--- src/rtl/pmt_defs.svh ---
// Purpose: Offsets, field positions, reset values and counts of the timer
// Assumes: Included by every timer file except the package
// Notes: Definitions only
`ifndef PMT_DEFS_SVH
`define PMT_DEFS_SVH
// Register byte offsets
`define PMT_OFF_COUNT 8'h00
`define PMT_OFF_LIMIT 8'h04
`define PMT_OFF_CTRL 8'h08
`define PMT_OFF_FLAG 8'h0c
`define PMT_OFF_MASK 8'h10
// Control register fields, then the flag and mask bit
`define PMT_CTRL_POST_HI 6
`define PMT_CTRL_POST_LO 3
`define PMT_CTRL_RUN 2
`define PMT_CTRL_PRE_HI 1
`define PMT_CTRL_PRE_LO 0
`define PMT_FLAG_BIT 0
// Reset values
`define PMT_RST_COUNT 8'h00
`define PMT_RST_LIMIT 8'hff
`define PMT_RST_POST 4'h0
`define PMT_RST_PRE 2'h0
// Instruction clock is the system clock over four
`define PMT_INST_LAST 2'h3
// Last prescaler count for each divide ratio
`define PMT_PRE_LAST1 6'h00
`define PMT_PRE_LAST4 6'h03
`define PMT_PRE_LAST16 6'h0f
`define PMT_PRE_LAST64 6'h3f
`endif

--- src/rtl/pmt_pkg.sv ---
// Purpose: State types of the period match timer
// Assumes: Constants live in pmt_defs.svh
// Notes: One packed struct per module
package pmt_pkg;
   typedef enum logic [1:0] {
      PMT_PRE_DIV1 = 2'h0,
      PMT_PRE_DIV4 = 2'h1,
      PMT_PRE_DIV16 = 2'h2,
      PMT_PRE_DIV64 = 2'h3
   } pmt_pre_sel_t;
   typedef struct packed {
      logic [1:0] inst;
      logic [5:0] cnt;
   } pmt_pre_state_t;
   typedef struct packed {
      logic [3:0] cnt;
   } pmt_post_state_t;
   typedef struct packed {
      logic [7:0] count;
      logic [7:0] limit;
      logic [3:0] post_sel;
      logic run;
      pmt_pre_sel_t pre_sel;
      logic flag;
      logic mask;
      logic [31:0] rdata;
      logic slverr;
   } pmt_regs_t;
endpackage

--- src/rtl/pmt_postscaler.sv ---
// Purpose: Counts comparator matches, one pulse per select plus one
// Assumes: match is a one-cycle pulse
// Notes: clear wins over a match for the count, but pulse is not gated by clear
`timescale 1ns/1ns
`include "pmt_defs.svh"
module pmt_postscaler (
   // Clock and reset
   input wire logic pclk,
   input wire logic presetn,
   // Control
   input wire logic clear,
   input wire logic match,
   input wire logic [3:0] sel,
   // Output
   output logic pulse
);
   import pmt_pkg::*;
   pmt_post_state_t s_q, s_d;
   assign pulse = match && (s_q.cnt == sel);
   // Advance per match, wrap after sel plus one matches
   always_comb begin
      s_d = s_q;
      if (clear) s_d.cnt = 4'h0;
      else if (pulse) s_d.cnt = 4'h0;
      else if (match) s_d.cnt = s_q.cnt + 4'h1;
   end
   always_ff @(posedge pclk or negedge presetn) begin
      if (!presetn) s_q <= '0;
      else s_q <= s_d;
   end
endmodule

--- src/rtl/pmt_prescaler.sv ---
// Purpose: Instruction clock divider and 1/4/16/64 prescaler
// Assumes: clear has priority over counting
// Notes: tick is a one-cycle enable, never a clock
`timescale 1ns/1ns
`include "pmt_defs.svh"
module pmt_prescaler (
   // Clock and reset
   input wire logic pclk,
   input wire logic presetn,
   // Control
   input wire logic run,
   input wire logic clear,
   input wire pmt_pkg::pmt_pre_sel_t sel,
   // Output enables
   output logic inst_en,
   output logic tick
);
   import pmt_pkg::*;
   pmt_pre_state_t s_q, s_d;
   logic [5:0] last;
   // Divide ratio to last count
   always_comb begin
      case (sel)
         PMT_PRE_DIV1: last = `PMT_PRE_LAST1;
         PMT_PRE_DIV4: last = `PMT_PRE_LAST4;
         PMT_PRE_DIV16: last = `PMT_PRE_LAST16;
         default: last = `PMT_PRE_LAST64;
      endcase
   end
   // A clear suppresses the tick so a write never races an increment
   assign inst_en = run && (s_q.inst == `PMT_INST_LAST);
   assign tick = inst_en && !clear && (s_q.cnt >= last);
   // Next state
   always_comb begin
      s_d = s_q;
      if (clear) begin
         s_d = '0;
      end else if (run) begin
         s_d.inst = s_q.inst + 2'h1;
         if (inst_en) begin
            s_d.cnt = (s_q.cnt >= last) ? 6'h00 : s_q.cnt + 6'h01;
         end
      end
   end
   always_ff @(posedge pclk or negedge presetn) begin
      if (!presetn) s_q <= '0;
      else s_q <= s_d;
   end
endmodule

--- src/rtl/pmt_timer.sv ---
// Purpose: Period match timer with APB register access and interrupt
// Assumes: pclk is the system oscillator, 100 MHz; APB3 without pstrb
// Notes: Zero wait state slave; read data captured in the setup cycle
`timescale 1ns/1ns
`include "pmt_defs.svh"
module pmt_timer #(
   parameter int ADDR_W = 8
) (
   // APB clock and reset
   input wire logic pclk,
   input wire logic presetn,
   // APB request
   input wire logic psel,
   input wire logic penable,
   input wire logic pwrite,
   input wire logic [ADDR_W-1:0] paddr,
   input wire logic [31:0] pwdata,
   // APB answer
   output logic pready,
   output logic [31:0] prdata,
   output logic pslverr,
   // Interrupt
   output logic irq
);
   import pmt_pkg::*;

   pmt_regs_t r_q, r_d;

   // Bus strobes; the slave never stretches the access phase
   logic setup;
   logic wr;
   logic [7:0] addr;
   logic hit_count, hit_limit, hit_ctrl, hit_flag, hit_mask;
   logic mapped;
   logic wr_count, wr_limit, wr_ctrl, wr_flag, wr_mask;

   // Timer datapath
   logic clear;
   logic inst_en;
   logic tick;
   logic equal;
   logic match;
   logic post_pulse;
   logic [7:0] ctrl_view;

   assign pready = 1'b1;
   assign setup = psel && !penable;
   assign wr = psel && penable && pwrite;
   assign addr = paddr[7:0];

   // Address decode
   always_comb begin
      hit_count = 1'b0;
      hit_limit = 1'b0;
      hit_ctrl = 1'b0;
      hit_flag = 1'b0;
      hit_mask = 1'b0;
      if (addr == `PMT_OFF_COUNT) begin
         hit_count = 1'b1;
      end else if (addr == `PMT_OFF_LIMIT) begin
         hit_limit = 1'b1;
      end else if (addr == `PMT_OFF_CTRL) begin
         hit_ctrl = 1'b1;
      end else if (addr == `PMT_OFF_FLAG) begin
         hit_flag = 1'b1;
      end else if (addr == `PMT_OFF_MASK) begin
         hit_mask = 1'b1;
      end
   end

   // Upper address bits must be zero so aliases do not answer
   assign mapped = (paddr == ADDR_W'(addr)) &&
      (hit_count || hit_limit || hit_ctrl || hit_flag || hit_mask);

   // Write strobes, one cycle each, in the access phase
   assign wr_count = wr && mapped && hit_count;
   assign wr_limit = wr && mapped && hit_limit;
   assign wr_ctrl = wr && mapped && hit_ctrl;
   assign wr_flag = wr && mapped && hit_flag;
   assign wr_mask = wr && mapped && hit_mask;

   // Control register as software sees it, bit 7 tied low
   always_comb begin
      ctrl_view = 8'h00;
      ctrl_view[`PMT_CTRL_POST_HI:`PMT_CTRL_POST_LO] = r_q.post_sel;
      ctrl_view[`PMT_CTRL_RUN] = r_q.run;
      ctrl_view[`PMT_CTRL_PRE_HI:`PMT_CTRL_PRE_LO] = r_q.pre_sel;
   end

   // Writing the count or the control restarts both scalers
   assign clear = wr_count || wr_ctrl;

   pmt_prescaler u_pre (
      .pclk(pclk),
      .presetn(presetn),
      .run(r_q.run),
      .clear(clear),
      .sel(r_q.pre_sel),
      .inst_en(inst_en),
      .tick(tick)
   );

   // Comparator is purely combinational, so it sees every value
   assign equal = (r_q.count == r_q.limit);
   assign match = tick && equal;

   pmt_postscaler u_post (
      .pclk(pclk),
      .presetn(presetn),
      .clear(clear),
      .match(match),
      .sel(r_q.post_sel),
      .pulse(post_pulse)
   );

   // Register file and count update
   always_comb begin
      r_d = r_q;
      // Count: a software write wins, ticks are suppressed that cycle
      if (wr_count) begin
         r_d.count = pwdata[7:0];
      end else if (match) begin
         r_d.count = 8'h00;
      end else if (tick) begin
         r_d.count = r_q.count + 8'h01;
      end
      if (wr_limit) begin
         r_d.limit = pwdata[7:0];
      end
      // Control write touches only control fields, never the count
      if (wr_ctrl) begin
         r_d.post_sel = pwdata[`PMT_CTRL_POST_HI:`PMT_CTRL_POST_LO];
         r_d.run = pwdata[`PMT_CTRL_RUN];
         r_d.pre_sel =
            pmt_pre_sel_t'(pwdata[`PMT_CTRL_PRE_HI:`PMT_CTRL_PRE_LO]);
      end
      // Flag: write one clears, a pulse in the same cycle wins
      if (wr_flag && pwdata[`PMT_FLAG_BIT]) begin
         r_d.flag = 1'b0;
      end
      if (post_pulse) begin
         r_d.flag = 1'b1;
      end
      if (wr_mask) begin
         r_d.mask = pwdata[`PMT_FLAG_BIT];
      end
      // Read data is fixed in the setup cycle and held for the access
      if (setup) begin
         r_d.rdata = 32'h0000_0000;
         r_d.slverr = !mapped;
         if (!pwrite && mapped) begin
            if (hit_count) begin
               r_d.rdata[7:0] = r_q.count;
            end else if (hit_limit) begin
               r_d.rdata[7:0] = r_q.limit;
            end else if (hit_ctrl) begin
               r_d.rdata[7:0] = ctrl_view;
            end else if (hit_flag) begin
               r_d.rdata[`PMT_FLAG_BIT] = r_q.flag;
            end else begin
               r_d.rdata[`PMT_FLAG_BIT] = r_q.mask;
            end
         end
      end
   end

   // All state resets together; limit resets high so the first period
   // is the longest one
   always_ff @(posedge pclk or negedge presetn) begin
      if (!presetn) begin
         r_q <= '0;
         r_q.count <= `PMT_RST_COUNT;
         r_q.limit <= `PMT_RST_LIMIT;
         r_q.post_sel <= `PMT_RST_POST;
         r_q.pre_sel <= pmt_pre_sel_t'(`PMT_RST_PRE);
         r_q.run <= 1'b0;
      end else begin
         r_q <= r_d;
      end
   end

   // Answer and interrupt
   assign prdata = r_q.rdata;
   assign pslverr = r_q.slverr;
   assign irq = r_q.flag && r_q.mask;
endmodule

--- config.mk ---
export PLATFORM = sky130hd
export DESIGN_NAME = pmt_timer
export DESIGN_NICKNAME = d
export VERILOG_FILES = /design/src/rtl/pmt_pkg.sv /design/src/rtl/pmt_postscaler.sv /design/src/rtl/pmt_prescaler.sv /design/src/rtl/pmt_timer.sv
export VERILOG_INCLUDE_DIRS = /design/src /design/src/rtl
export SDC_FILE = /design/constraint.sdc
export NUM_CORES = 1
export LEC_CHECK = 0
export ABC_AREA = 1
export BUFFER_PORTS_ARGS = -buffer_cell sky130_fd_sc_hd__clkbuf_2
export CAP_MARGIN = 10
export CORE_MARGIN = 3
export CORE_UTILIZATION = 50
export CTS_BUF_LIST = sky130_fd_sc_hd__clkbuf_8
export CTS_CLUSTER_SIZE = 12
export DETAILED_ROUTE_END_ITERATION = 12
export HOLD_SLACK_MARGIN = 0.1
export PLACE_DENSITY_LB_ADDON = 0.3
export SLEW_MARGIN = 20
export SYNTH_ARGS = -nofsm -noshare
export SYNTH_HDL_FRONTEND = slang
export SYNTH_SLANG_ARGS = --single-unit
--- constraint.sdc ---
create_clock -name pclk -period 2.69 [get_ports pclk]
set_clock_uncertainty 0.15 [all_clocks]
set_input_delay 0.269 -clock pclk [delete_from_list [all_inputs] [get_ports pclk]]
set_output_delay 0.269 -clock pclk [all_outputs]
set_load 0.1 [all_outputs]
==> reports/results.md <==
### STA
- transition time of the tightest slew-check pin: 540 ps
- share of the clock period used by the worst path: 0.843
- timing-limited maximum frequency: 441 MHz
- RSZ-0062 raised after global routing: no
- Tmin final: 2270 ps
- Slew headroom: 0.642
- # setup viols final: 0
- Pins Over Slew Limit: 0
- Setup TNS Final: 0 ps
- number of endpoints with negative hold slack in the final report: 0

### Clock network
- post-CTS repair timing setup buffer count: 0
- insertion delay to the later sink of the worst-skew pair: 300 ps
- number of buffers inserted during clock tree synthesis: 5
- clock tree sinks: 46
- level count of the clock H-tree: 2
- maximum buffer depth of the clock tree: 2
- cell at the root of the clock tree: clkbuf_8
- TritonCTS clock tree: done
- count of hold buffers inserted by post-cts repair: 10
- post-CTS clock slew at the launch and capture registers of the worst setup and hold paths: 80 ps
- # resized after CTS: 0

### Drt
- Detailed Route Iter0 Violations: 223
- routed via count: 2639
- drt first pass iters: 4
- WL/cell: 12.3 um
- per-cell via count in the routed design: 4.96
- final antenna-violating net count: 0
- routed wire length: 6.54 mm
- remaining routing DRC violations: 0

### Synth
- share of flip-flops with an asynchronous set or reset after synthesis: 1.00
- Unique masters post-synth: 36
- dominant register cell in the synthesized netlist: dfrtp_1
- ranking of synthesized cells by area: dfrtp_1, nand2_1, buf_4
- area share of the leading cell type in the synthesized netlist: 0.292
- flop and latch count out of synthesis: 46
- cells after synthesis: 424
- count of yosys warnings during synthesis: 0
- number of enable-type register cells in the synthesized netlist: 0
- mean area per synthesized cell: 7.69 um2
- Post-Syn Area: 0.00326 mm2
- most frequent cells after synthesis: nand2_1, inv_1, dfrtp_1
- most common cell in the synthesized netlist: nand2_1
- post-synth top area cell: dfrtp_1
- sequential cell area fraction in the yosys report: 0.356

### Setup path
- cell with the biggest individual delay on the critical path: dfrtp_1
- kind of start point of the critical path: register
- Worst Path Max Fanout: 10
- crit-path cells: nor2_1 > inv_1 > ha_1 > nand2_1 > nor2_1 > nand3_1 > nand3_1 > inv_1 > nor2_4 > buf_4 > nand2_1 > nand3_1
- worst stage delay on the critical path: 420 ps
- data required time at the worst endpoint: 2780 ps
- Critical Path Sink Type: register
- CP arrival: 2360 ps
- crit-path most repeated cell: nand3_1
- startpoint-to-endpoint class of the critical path: register to register

### Pwr
- switching portion of total power: 0.355
- switching component of the power: 0.541 mW
- part of the power in registers: 0.503
- largest voltage drop on the vdd net: 0.295 mV
- Overall Power: 1.52 mW
- LEAKAGE: 1.83 nW
- internal power of the cells: 0.982 mW
- share of total power in combinational logic: 0.232
- part of the power in the clock network: 0.265
- Power Dens Cells: 437 mW/mm2

### Die
- Die Area: 0.00752 mm2
- Horiz. Die Dim: 86.7 um
- num ports: 80
- effective utilization at floorplan: 0.532
- number of rows created at floorplan: 28
- Die H: 86.7 um
- core area: 0.00613 mm2

### Layout
- total number of nets in the final design: 512
- end-of-flow core utilization: 0.568
- antenna fix cells: 0
- total non-filler cell area in the finished layout: 0.00348 mm2
- fin cells: 532
- area added between synthesis and finish: 6.91%
- fraction of layout cells with a size suffix above 1: 0.195

### Placed design
- number of I/O port buffers: 30
- HPWL reported at the end of detailed placement: 4.89 mm
- Placed Area: 0.00331 mm2
- final weighted congestion of routability-driven global placement: 0.868
- placed insts: 515

### GRT
- total congestion overflow: 0
- global-route wire length before repair: 11.3 mm
- antenna violations before repair: 0
- maximum number of pins on one net before global-route repair: 30
- via count of the first global-routing pass: 2550
- Tot GR Track Use: 0.187

### Min path
- classification of the worst-slack hold path: input pin to register

### Job
- max-capacitance violation count: 0

### Run status
- result of the run: finished clean

area by class of cell:
| cell class | instances | area (um2) |
|---|---|---|
| multi-input cells | 307 | 1680 |
| flip-flops and latches | 46 | 1160 |
| clock inverters | 2 | 7.51 |
| repair buffers | 43 | 273 |
| fillers | 584 | 2650 |
| inverters | 54 | 205 |
| well taps | 75 | 93.8 |
| clock buffers | 5 | 68.8 |
per-layer routing:
metal	global-route usage	share of wire	wire length [um]
met1	0.249	0.47	3060
met2	0.309	0.47	3060
met3	0.0342	0.051	335
met4	0.0552	0.012	81
met5	0	0	0
worst max-delay path, delay by kind of cell, from the launching register on:
| family | cells | cell delay, ps |
|---|---|---|
| adder cells (fa/ha/maj) | 1 | 270 |
| buffers and inverters | 3 | 410 |
| AND/OR/NAND/NOR | 8 | 990 |
| flip-flops | 1 | 420 |
power by group through the flow:
stage          Combinational (mW)  Clock, mW  Sequential (mW)
5_1_grt                     0.395      0.445            0.772
4_1_cts                     0.356      0.412            0.765
3_3_place_gp                0.339          0            0.778
3_5_place_dp                0.344          0            0.778
2_1_floorplan               0.313          0            0.771
6_report                    0.353      0.404            0.765
stage by stage:
step	hold slack, ps	setup slack (ps)
final	127	423
after CTS	131	419
after global placement	92.9	478
after global routing	156	214
after floorplan	-177	813
after detailed placement	95.3	432
flip-flops by register name, summed over array words and instances, names as in the netlist:
register    cells
ctrl_view       7
r_q            18
u_pre.s_q       8
prdata          8
pslverr         1
u_post.s_q      4
cell usage in the layout (no fill, tap or decap), types with 3 or more instances in the layout:
| cell type | synthesis | final |
|---|---|---|
| a21oi_1 | 11 | 11 |
| buf_4 | 34 | 3 |
| clkbuf_2 | 0 | 30 |
| clkbuf_8 | 0 | 5 |
| conb_1 | 2 | 25 |
| dfrtp_1 | 38 | 38 |
| dfstp_2 | 8 | 8 |
| dlygate4sd3_1 | 0 | 10 |
| ha_1 | 10 | 10 |
| inv_1 | 45 | 47 |
| inv_2 | 8 | 8 |
| nand2_1 | 97 | 97 |
| nand2_2 | 9 | 9 |
| nand2_4 | 6 | 6 |
| nand3_1 | 30 | 30 |
| nand3_4 | 3 | 3 |
| nand4_1 | 6 | 6 |
| nor2_1 | 32 | 32 |
| nor2_2 | 4 | 4 |
| nor2_4 | 4 | 4 |
| nor3_1 | 6 | 6 |
| o21ai_0 | 23 | 23 |
| o21ai_1 | 5 | 5 |
| o22ai_1 | 7 | 7 |
| xnor2_1 | 9 | 9 |
| xor2_1 | 5 | 5 |
path summary, 6_finish.rpt:
check / startpoint / depth (start not counted) / end / slack (ps)
setup reg to reg: ctrl_view[0]$_DFFE_PN0P_ / 12 / r_q[56]$_DFFE_PN0P_ / 420
hold reg to reg: prdata[3]$_DFFE_PN0P_ / 2 / prdata[3]$_DFFE_PN0P_ / 340
hold / removal: penable / 4 / pslverr$_DFFE_PN0P_ / 130
min in group asynchronous: presetn / 2 / prdata[3]$_DFFE_PN0P_ / 300
max in group asynchronous: presetn / 3 / r_q[42]$_DFFE_PN1P_ / 1310
setup / recovery: ctrl_view[0]$_DFFE_PN0P_ / 12 / r_q[56]$_DFFE_PN0P_ / 420
cell families after synthesis:
kind of cell             share of synthesized area
flip-flops                                   0.356
other                                      0.00230
buffers and inverters                        0.156
AND/OR/NAND/NOR                              0.324
XOR/XNOR                                    0.0376
adder cells (fa/ha/maj)                     0.0384
AO/OA/AOI/OAI                               0.0848
Note: power is estimated with default switching activity, not from simulation.
